`src/hw/ast_consts.vh`:
```
`ifndef AST_CONSTS_VH
`define AST_CONSTS_VH
// register addresses (byte offsets on the local port)
`define AST_ADDR_TX_CTRL   4'h0
`define AST_ADDR_RX_CTRL   4'h1
`define AST_ADDR_TX_DATA   4'h2
`define AST_ADDR_RX_DATA   4'h3
`define AST_ADDR_BAUD_LO   4'h4
`define AST_ADDR_BAUD_HI   4'h5
`define AST_ADDR_IRQ_CTRL  4'h6
`define AST_ADDR_PINS      4'h7
// tx_status_control fields
`define AST_TX_NINE_EN     6
`define AST_TX_EN          5
`define AST_TX_SYNC        4
`define AST_TX_BRG16       3
`define AST_TX_SHIFT_EMPTY 1
`define AST_TX_NINTH       0
// rx_status_control fields
`define AST_RX_PORT_EN     7
`define AST_RX_NINE_EN     6
`define AST_RX_EN          4
`define AST_RX_FERR        2
`define AST_RX_OERR        1
`define AST_RX_NINTH       0
// irq control fields
`define AST_IRQ_GLOBAL     7
`define AST_IRQ_PERIPH     6
`define AST_IRQ_TX_EN      4
`define AST_IRQ_TX_FLAG    1
`define AST_IRQ_RX_FLAG    0
// reset values
`define AST_TX_CTRL_RST    8'h02
`define AST_BAUD_RST       16'h0000
// timing: instruction cycle is four system clocks
`define AST_ICYC_CLKS      4
`define AST_OVERSAMPLE     16
`define AST_HALF_BIT       8
`endif

```
`src/hw/ast_transceiver.v`:
```
// Contract
// - tx line idles high; NRZ data bits, mark is 1, space is 0
// - frame is start bit low, 8 or 9 data bits, stop bit high
// - every bit lasts one baud period
// - data bits go out and come in lsb first
// - shared format and baud; no parity hardware, ninth bit carries it
// - baud from generator on system clock, 8-bit or 16-bit divider
// - async transmit only with tx enable, sync clear, port enable
// - port and tx enable force transmit pin to output
// - port and rx enable force receive pin to input
// - write with empty shift register loads shift register at once
// - otherwise wait in holding buffer, load one instruction cycle after stop
// - loaded character is sent at once, bits back to back
// - buffer-empty flag high when enabled and holding buffer empty; read only
// - buffer-empty flag clears on second instruction cycle after write
// - flag ignores irq enable; irq needs tx, peripheral and global enables
// - setting tx enable sets buffer-empty flag at once
// - shift-empty status 1 when shift register empty, clear while sending
// - nine-bit mode sends ninth bit as msb; software writes it first
// - receive recovery runs at sixteen times baud
// - received character enters two-entry fifo read through data register
// - start edge rechecked at half bit; high line abandons silently
// - third character with fifo full sets overrun, blocks until rx cleared
//
// Decided for this implementation: the register addresses and strobed register access.
`timescale 1ns/10ps
`include "ast_consts.vh"
module ast_transceiver #(
  parameter ICYC = `AST_ICYC_CLKS
) (
  // clock and reset
  input  wire       ref_clk,
  input  wire       reset_n,
  // register port
  input  wire [3:0] reg_addr,
  input  wire [7:0] reg_wdata,
  input  wire       reg_wr,
  input  wire       reg_rd,
  output reg  [7:0] reg_rdata,
  // pins
  input  wire       receive_pin_in,
  output wire       transmit_pin_out,
  output wire       transmit_pin_oe,
  output wire       receive_pin_oe,
  input  wire       port_direction_tx,
  input  wire       port_direction_rx,
  input  wire       port_latch_tx,
  // interrupt request
  output wire       tx_irq
);
  localparam TX_IDLE  = 2'd0;
  localparam TX_SHIFT = 2'd1;
  localparam RX_IDLE  = 2'd0;
  localparam RX_START = 2'd1;
  localparam RX_DATA  = 2'd2;
  localparam RX_STOP  = 2'd3;

  // counts kept as full words, cut where used
  localparam [31:0] FLAG_LOAD = 2 * ICYC - 1;
  localparam [31:0] HALF_M1   = `AST_HALF_BIT - 1;
  localparam [31:0] OS_LAST   = `AST_OVERSAMPLE - 1;

  // control registers
  reg  [7:0]  tx_ctrl_q;
  reg  [7:0]  rx_ctrl_q;
  reg  [15:0] baud_q;
  reg  [2:0]  irq_ctrl_q;
  wire serial_port_enable = rx_ctrl_q[`AST_RX_PORT_EN];
  wire tx_enable_bit      = tx_ctrl_q[`AST_TX_EN];
  wire rx_enable_bit      = rx_ctrl_q[`AST_RX_EN];
  wire sync_mode          = tx_ctrl_q[`AST_TX_SYNC];
  wire tx_nine_bit_enable = tx_ctrl_q[`AST_TX_NINE_EN];
  wire rx_nine_bit_enable = rx_ctrl_q[`AST_RX_NINE_EN];
  wire tx_active = tx_enable_bit & ~sync_mode & serial_port_enable;
  wire rx_active = rx_enable_bit & ~sync_mode & serial_port_enable;

  // pin direction overrides
  assign transmit_pin_oe = tx_active | ~port_direction_tx;
  assign receive_pin_oe  = rx_active ? 1'b0 : ~port_direction_rx;

  // receive pin synchroniser
  reg rx_s1_q;
  reg rx_s2_q;
  always @(posedge ref_clk or negedge reset_n) begin
    if (!reset_n) begin
      rx_s1_q <= 1'b1;
      rx_s2_q <= 1'b1;
    end else begin
      rx_s1_q <= receive_pin_in;
      rx_s2_q <= rx_s1_q;
    end
  end

  // baud generator: 16x tick; 8-bit or 16-bit divider
  reg  [15:0] brg_cnt_q;
  wire [15:0] brg_div = tx_ctrl_q[`AST_TX_BRG16] ? baud_q :
                        {8'h00, baud_q[7:0]};
  wire        os_tick = (brg_cnt_q == 16'h0000);
  always @(posedge ref_clk or negedge reset_n) begin
    if (!reset_n)
      brg_cnt_q <= 16'h0000;
    else if (os_tick)
      brg_cnt_q <= brg_div;
    else
      brg_cnt_q <= brg_cnt_q - 16'h0001;
  end

  // transmit tick: one per sixteen oversample ticks, shared rate
  reg  [3:0] tx_os_q;
  wire       tx_bit_tick = os_tick & (tx_os_q == OS_LAST[3:0]);
  always @(posedge ref_clk or negedge reset_n) begin
    if (!reset_n)
      tx_os_q <= 4'h0;
    else if (os_tick)
      tx_os_q <= tx_os_q + 4'h1;
  end

  // register writes
  wire wr_tx_data = reg_wr & (reg_addr == `AST_ADDR_TX_DATA);
  always @(posedge ref_clk or negedge reset_n) begin
    if (!reset_n) begin
      tx_ctrl_q  <= `AST_TX_CTRL_RST;
      rx_ctrl_q  <= 8'h00;
      baud_q     <= `AST_BAUD_RST;
      irq_ctrl_q <= 3'h0;
    end else if (reg_wr) begin
      if (reg_addr == `AST_ADDR_TX_CTRL)
        tx_ctrl_q <= reg_wdata;
      else if (reg_addr == `AST_ADDR_RX_CTRL)
        rx_ctrl_q <= {reg_wdata[7:3], 3'b000};
      else if (reg_addr == `AST_ADDR_BAUD_LO)
        baud_q[7:0] <= reg_wdata;
      else if (reg_addr == `AST_ADDR_BAUD_HI)
        baud_q[15:8] <= reg_wdata;
      else if (reg_addr == `AST_ADDR_IRQ_CTRL)
        irq_ctrl_q <= {reg_wdata[`AST_IRQ_GLOBAL],
                       reg_wdata[`AST_IRQ_PERIPH],
                       reg_wdata[`AST_IRQ_TX_EN]};
    end
  end

  // transmitter
  reg [8:0] tx_holding_buffer_q;
  reg       hold_full_q;
  reg [9:0] tx_shift_reg_q;
  reg [3:0] tx_bits_q;
  reg [1:0] tx_state_q;
  reg       tx_line_q;
  reg [7:0] icyc_cnt_q;
  reg       flag_busy_q;
  reg [7:0] flag_cnt_q;
  wire      shift_empty_status = (tx_state_q == TX_IDLE) &
                                 (icyc_cnt_q == 8'h00);
  wire [9:0] load_word = tx_nine_bit_enable ?
    {tx_holding_buffer_q, 1'b0} :
    {1'b1, tx_holding_buffer_q[7:0], 1'b0};
  wire [3:0] frame_bits = tx_nine_bit_enable ? 4'd11 : 4'd10;
  always @(posedge ref_clk or negedge reset_n) begin
    if (!reset_n) begin
      tx_holding_buffer_q <= 9'h000;
      hold_full_q         <= 1'b0;
      tx_shift_reg_q      <= 10'h3FF;
      tx_bits_q           <= 4'h0;
      tx_state_q          <= TX_IDLE;
      tx_line_q           <= 1'b1;
      icyc_cnt_q          <= 8'h00;
    end else if (!tx_active) begin
      hold_full_q <= 1'b0;
      tx_state_q  <= TX_IDLE;
      tx_line_q   <= 1'b1;
      icyc_cnt_q  <= 8'h00;
    end else begin
      if (wr_tx_data) begin
        tx_holding_buffer_q <= {tx_ctrl_q[`AST_TX_NINTH], reg_wdata};
        hold_full_q         <= 1'b1;
      end
      case (tx_state_q)
        TX_IDLE: begin
          if (icyc_cnt_q != 8'h00)
            icyc_cnt_q <= icyc_cnt_q - 8'h01;
          else if (hold_full_q && !wr_tx_data) begin
            tx_shift_reg_q <= load_word;
            tx_bits_q      <= frame_bits;
            hold_full_q    <= 1'b0;
            tx_state_q     <= TX_SHIFT;
          end
        end
        TX_SHIFT: begin
          if (tx_bit_tick) begin
            if (tx_bits_q == 4'h0) begin
              tx_line_q  <= 1'b1;
              tx_state_q <= TX_IDLE;
              icyc_cnt_q <= ICYC[7:0];
            end else begin
              tx_line_q      <= tx_shift_reg_q[0];
              tx_shift_reg_q <= {1'b1, tx_shift_reg_q[9:1]};
              tx_bits_q      <= tx_bits_q - 4'h1;
            end
          end
        end
        default: tx_state_q <= TX_IDLE;
      endcase
    end
  end
  assign transmit_pin_out = tx_active ? tx_line_q : port_latch_tx;

  // buffer-empty flag delayed two instruction cycles after a write
  always @(posedge ref_clk or negedge reset_n) begin
    if (!reset_n) begin
      flag_busy_q <= 1'b0;
      flag_cnt_q  <= 8'h00;
    end else if (!tx_active) begin
      flag_busy_q <= 1'b0;
      flag_cnt_q  <= 8'h00;
    end else if (wr_tx_data) begin
      flag_busy_q <= 1'b0;
      flag_cnt_q  <= FLAG_LOAD[7:0];
    end else if (flag_cnt_q != 8'h00) begin
      flag_cnt_q <= flag_cnt_q - 8'h01;
      if (flag_cnt_q == 8'h01)
        flag_busy_q <= hold_full_q;
    end else
      flag_busy_q <= hold_full_q;
  end
  wire tx_buffer_empty_flag = tx_active & ~flag_busy_q;
  assign tx_irq = tx_buffer_empty_flag & irq_ctrl_q[0] &
                  irq_ctrl_q[1] & irq_ctrl_q[2];

  // receiver
  reg [1:0] rx_state_q;
  reg [3:0] rx_os_q;
  reg [3:0] rx_bits_q;
  reg [8:0] rx_shift_reg_q;
  reg [9:0] fifo_q [0:1];
  reg       fifo_cnt_hi_q;
  reg       fifo_cnt_lo_q;
  reg       rx_oerr_q;
  wire [1:0] fifo_cnt = {fifo_cnt_hi_q, fifo_cnt_lo_q};
  wire [3:0] rx_nbits = rx_nine_bit_enable ? 4'd9 : 4'd8;
  wire       rd_rx   = reg_rd & (reg_addr == `AST_ADDR_RX_DATA) &
                       (fifo_cnt != 2'd0);
  reg        push;
  reg  [9:0] push_word;
  always @* begin
    push      = 1'b0;
    push_word = {~rx_s2_q, rx_shift_reg_q};
    if (rx_state_q == RX_STOP && os_tick && rx_os_q == OS_LAST[3:0])
      push = 1'b1;
  end
  wire accept = push & (fifo_cnt != 2'd2) & ~rx_oerr_q;
  always @(posedge ref_clk or negedge reset_n) begin
    if (!reset_n) begin
      rx_state_q     <= RX_IDLE;
      rx_os_q        <= 4'h0;
      rx_bits_q      <= 4'h0;
      rx_shift_reg_q <= 9'h000;
      rx_oerr_q      <= 1'b0;
    end else if (!rx_active) begin
      rx_state_q <= RX_IDLE;
      rx_oerr_q  <= 1'b0;
    end else begin
      if (push && fifo_cnt == 2'd2)
        rx_oerr_q <= 1'b1;
      case (rx_state_q)
        RX_IDLE: if (!rx_s2_q && !rx_oerr_q) begin
          rx_state_q <= RX_START;
          rx_os_q    <= 4'h0;
        end
        RX_START: if (os_tick) begin
          rx_os_q <= rx_os_q + 4'h1;
          if (rx_os_q == HALF_M1[3:0]) begin
            rx_os_q <= 4'h0;
            if (rx_s2_q)
              rx_state_q <= RX_IDLE;
            else begin
              rx_state_q <= RX_DATA;
              rx_bits_q  <= 4'h0;
            end
          end
        end
        RX_DATA: if (os_tick) begin
          rx_os_q <= rx_os_q + 4'h1;
          if (rx_os_q == OS_LAST[3:0]) begin
            rx_shift_reg_q <= rx_nine_bit_enable ?
              {rx_s2_q, rx_shift_reg_q[8:1]} :
              {1'b0, rx_s2_q, rx_shift_reg_q[7:1]};
            rx_bits_q <= rx_bits_q + 4'h1;
            if (rx_bits_q == rx_nbits - 4'h1)
              rx_state_q <= RX_STOP;
          end
        end
        RX_STOP: if (os_tick) begin
          rx_os_q <= rx_os_q + 4'h1;
          if (rx_os_q == OS_LAST[3:0])
            rx_state_q <= RX_IDLE;
        end
        default: rx_state_q <= RX_IDLE;
      endcase
    end
  end

  // write slot and next value of each fifo entry
  wire       fifo_wr_hi = fifo_cnt_hi_q | (fifo_cnt_lo_q & ~rd_rx);
  wire [1:0] fifo_cnt_d = fifo_cnt + {1'b0, accept} -
                          {1'b0, rd_rx};
  wire [9:0] fifo_d [0:1];
  genvar g;
  generate
    for (g = 0; g < 2; g = g + 1) begin : fifo_entry
      wire [9:0] kept = (g == 0 && rd_rx) ? fifo_q[1] :
                        fifo_q[g];
      assign fifo_d[g] = (accept && (fifo_wr_hi == (g == 1))) ?
                         push_word : kept;
    end
  endgenerate

  // two-entry receive fifo
  always @(posedge ref_clk or negedge reset_n) begin
    if (!reset_n) begin
      fifo_cnt_hi_q <= 1'b0;
      fifo_cnt_lo_q <= 1'b0;
      fifo_q[0]     <= 10'h000;
      fifo_q[1]     <= 10'h000;
    end else if (!serial_port_enable) begin
      fifo_cnt_hi_q <= 1'b0;
      fifo_cnt_lo_q <= 1'b0;
      fifo_q[0]     <= 10'h000;
    end else begin
      fifo_q[0]                      <= fifo_d[0];
      fifo_q[1]                      <= fifo_d[1];
      {fifo_cnt_hi_q, fifo_cnt_lo_q} <= fifo_cnt_d;
    end
  end

  // readback words
  wire [7:0] tx_ctrl_rd = {tx_ctrl_q[7:2], shift_empty_status,
                           tx_ctrl_q[0]};
  wire [7:0] rx_ctrl_rd = {rx_ctrl_q[7:3], fifo_q[0][9], rx_oerr_q,
                           fifo_q[0][8]};
  wire [7:0] irq_rd     = {irq_ctrl_q[2], irq_ctrl_q[1], 1'b0,
                           irq_ctrl_q[0], 2'b00, tx_buffer_empty_flag,
                           (fifo_cnt != 2'd0)};
  wire [7:0] pins_rd    = {6'h00, transmit_pin_out, rx_s2_q};

  // register reads
  always @(posedge ref_clk or negedge reset_n) begin
    if (!reset_n)
      reg_rdata <= 8'h00;
    else if (reg_rd) begin
      if (reg_addr == `AST_ADDR_TX_CTRL)
        reg_rdata <= tx_ctrl_rd;
      else if (reg_addr == `AST_ADDR_RX_CTRL)
        reg_rdata <= rx_ctrl_rd;
      else if (reg_addr == `AST_ADDR_RX_DATA)
        reg_rdata <= fifo_q[0][7:0];
      else if (reg_addr == `AST_ADDR_BAUD_LO)
        reg_rdata <= baud_q[7:0];
      else if (reg_addr == `AST_ADDR_BAUD_HI)
        reg_rdata <= baud_q[15:8];
      else if (reg_addr == `AST_ADDR_IRQ_CTRL)
        reg_rdata <= irq_rd;
      else if (reg_addr == `AST_ADDR_PINS)
        reg_rdata <= pins_rd;
      else
        reg_rdata <= 8'h00;
    end
  end
endmodule // ast_transceiver

```
`config.mk`:
```
export PLATFORM = sky130hd
export DESIGN_NAME = ast_transceiver
export DESIGN_NICKNAME = d
export VERILOG_FILES = /design/src/hw/ast_transceiver.v
export VERILOG_INCLUDE_DIRS = /design/src /design/src/hw
export SDC_FILE = /design/constraint.sdc
export NUM_CORES = 1
export LEC_CHECK = 0
export BUFFER_PORTS_ARGS = -buffer_cell sky130_fd_sc_hd__buf_2
export CAP_MARGIN = 20
export CORE_MARGIN = 4
export CORE_UTILIZATION = 40
export CTS_CLUSTER_SIZE = 24
export DETAILED_ROUTE_END_ITERATION = 16
export PLACE_DENSITY_LB_ADDON = 0.15
export SETUP_SLACK_MARGIN = 0.15
export SLEW_MARGIN = 10
export SYNTH_ARGS = -nofsm -noshare
export SYNTH_HDL_FRONTEND = slang
export SYNTH_SLANG_ARGS = --single-unit
```
`constraint.sdc`:
```
create_clock -name ref_clk -period 2.7 [get_ports ref_clk]
set_input_delay 0.135 -clock ref_clk [delete_from_list [all_inputs] [get_ports ref_clk]]
set_output_delay 0.135 -clock ref_clk [all_outputs]
set_load 0.1 [all_outputs]
```
==> out/qor.csv <==
stage;metric;value;unit
grt;overflow;0;
placed_design;dpl_cell_area;7920;um2
detailed_routing;drc;0;
clocking;cts_tree;yes;
detailed_routing;ant_nets;0;
synthesis;ys_ff_latch;146;
grt;grt_pass1_vias;5755;
cells_and_area;nFillCells;1693;
floorplan;initial_utilization;0.410;
grt;antenna_found_initial;1;
placed_design;gp_congestion;0.864;
cells_and_area;final_cell_area;8510;um2
synthesis;ys_async_sr_fraction;1.00;
synthesis;ys_warn_count;0;
status;outcome;finished, final reports clean;
worst_setup_path;critPathBufInv;1;
synthesis;synth.avg_cell_area;10.6;um2
detailed_routing;vias;5591;
clocking;path_clk_slew;70;ps
detailed_routing;drt-vias-per-instance;5.66;
placed_design;dp.cells;951;
sta;fin_crit;2390;ps
synthesis;synth_ff_type;dfrtp_1;
cells_and_area;regArea;3670;um2
floorplan;row_count;49;
min_path;hold_path.class;input pin to flop;
worst_setup_path;startpoint;icyc_cnt_q[3];
worst_setup_path;cpMaxStageDelayCell;or4_4;
worst_setup_path;timing.rr.start;icyc_cnt_q[3];
cells_and_area;fin_util;0.469;
sta;clock_skew;18.7;ps
clocking;clockRootBuffer;clkbuf_16;
clocking;cts_max_level;4;
synthesis;synth_cells;702;
worst_setup_path;worst-setup-path-type;flop to flop;
worst_setup_path;start_kind;flop;
synthesis;yosysUniqueCellTypes;69;
worst_setup_path;worst_path_dominant_cell_family;simple AND/OR/NAND/NOR gates;
sta;slew_violations;0;
grt;grt_use_total;0.189;
sta;rsz0062_at_grt;yes;
synthesis;ys_seq_area_frac;0.494;
detailed_routing;dr.pass1.iters;4;
grt;grt_pass1_wl;30.6;mm
grt;grt_max_degree;66;
placed_design;portBuffers;31;
pwr;ir_drop;441;uV
synthesis;synth_edf_count;0;
clocking;worstSkewPairLatency;430;ps
worst_setup_path;path_cells;or4_4 -> or4_1 -> o31ai_1 -> and3_1 -> buf_4 -> mux2i_1;
synthesis;synth.most_common_cell;dfrtp_1;
floorplan;dieHeight;144;um
worst_setup_path;crit_path_max_incr_delay;540;ps
sta;hold_viol;0;
pwr;p_per_area;719;nW/um2
pwr;p_leak;3.65;nW
floorplan;die_area;20800;um2
sta;slew_headroom;0.530;
sta;tns;0;ps
synthesis;yosys-top-cells-count;dfrtp_1, mux2_2, nor2_1;
worst_setup_path;required;3050;ps
clocking;cts_sinks;146;
worst_setup_path;cp-end-kind;flop;
clocking;cts_setup_buffers;0;
cells_and_area;drive_gt1_frac;0.232;
cells_and_area;syn_to_final_growth;14.5;%
cells_and_area;stdcell_count;987;
clocking;cts_buffer_depth;2;
sta;worst_pin_slew;696;ps
floorplan;die_w;144;um
sta;setup_viol;0;
detailed_routing;drt_wl_total;18.5;mm
synthesis;synth_top_area_share;0.448;
detailed_routing;drtIter0Drc;255;
detailed_routing;post_drt_wl_per_cell;18.7;um
synthesis;syn_area;7430;um2
floorplan;core_area;18100;um2
sta;fmax;0.418;GHz
min_path;hp-start;reg_wdata[0];
synthesis;synthTopCellsByArea;dfrtp_1, mux2_2, dfstp_2, mux2i_1, nor2_1;
cells_and_area;multiInputGateArea;3540;um2
placed_design;dpl.hpwl;13.3;mm
clocking;cts_made_buffers;17;
synthesis;synth_nets;734;
worst_setup_path;arrival;2750;ps
floorplan;ioPinCount;32;
sta;hold_slack;33.4;ps
synthesis;yosysTopAreaCell;dfrtp_1;
job;cap_violations;0;
sta;fin_crit_sh;0.887;
cells_and_area;fin_nets;776;
worst_setup_path;worst-path-max-fanout;7;
[worst reg2reg max path, delay by kind of cell (launching register included)]
kind,cells,cell delay (ps)
buffers and inverters,1,210
AND/OR/NAND/NOR,3,1400
multiplexers,1,180
flip-flops,1,440
AO/OA/AOI/OAI,1,110
[through the flow]
step | setup slack [ps] | total power [mW]
6_report | 306 | 6.12
5_1_grt | 149 | 6.45
4_1_cts | 152 | 6.17
3_5_place_dp | 172 | 3.94
3_3_place_gp | 298 | 3.90
2_1_floorplan | 427 | 3.55
[layer usage]
layer,up-vias,track usage,routed length (um)
li1,2680,-,-
met1,2789,0.253,8530
met2,94,0.307,8890
met3,28,0.0427,667
met4,0,0.0623,371
met5,-,0,0
[cell type report]
cell class	count	share of cell area
Clock buffer	19	0.0509
Antenna cell	1	0.000294
Clock inverter	13	0.0135
Tap cell	229	0.0337
Inverter	20	0.00882
Multi-Input combinational cell	500	0.416
Sequential cell	146	0.431
Timing Repair Buffer	59	0.0460
[cells in the final DEF, fill, tap and decap left out, types with 21 or more instances in the layout]
cell type / instances
a31oi_1: 25
o21ai_0: 39
buf_4: 24
dfrtp_1: 133
buf_2: 30
nand2_1: 40
nand3_1: 23
mux2i_1: 21
nor2_1: 53
a21oi_1: 37
mux2_2: 60
[sequential cells by signal, indices dropped and copies added, names as in the netlist, 3 cells and up]
name and flops:
brg_cnt_q 16, tx_ctrl_q 7, fifo_q 10, tx_shift_reg_q 10, tx_os_q 4, tx_bits_q 4, reg_rdata 8, rx_ctrl_q 5
flag_cnt_q 8, rx_os_q 4, icyc_cnt_q 8, fifo_entry.kept 10, rx_bits_q 4, rx_shift_reg_q 9, tx_holding_buffer_q 9, irq_ctrl_q 3
baud_q 16
[where the power goes]
| group | switching (mW) | internal (mW) | leakage, nW | total (mW) |
|---|---|---|---|---|
| Sequential | 0.312 | 2.49 | 1.88 | 2.80 |
| Clock | 0.930 | 1.26 | 0.259 | 2.19 |
| Combinational | 0.679 | 0.450 | 1.51 | 1.13 |
[worst paths after layout]
kind	end	slack [ps]	cells past startpoint
min in group asynchronous	tx_holding_buffer_q[5]	260	2
hold reg to reg	rx_s2_q	360	0
setup reg to reg	tx_bits_q[0]	310	6
setup / recovery	tx_bits_q[0]	310	6
hold / removal	baud_q[8]	30	2
max in group asynchronous	tx_line_q	1590	3
[cell families (layout without fill, tap and decap cells)]
logic type,after synthesis,after routing,synth area share
fa+ha+maj,12,12,0.0202
mux,83,83,0.122
compound gates,157,157,0.135
other cells,0,1,0
buf+inv,56,111,0.0330
xor+xnor,21,21,0.0247
flops,146,146,0.494
simple gates,227,227,0.171
[repair_timing]
| action | 4_1_cts | 5_1_grt |
|---|---|---|
| resized for setup | 0 | 5 |
| hold buffers | 3 | 0 |
| hold endpoints to repair | 59 | 0 |
| endpoints found under the setup margin | 0 | 16 |
Power figures use the tool's default switching activity.
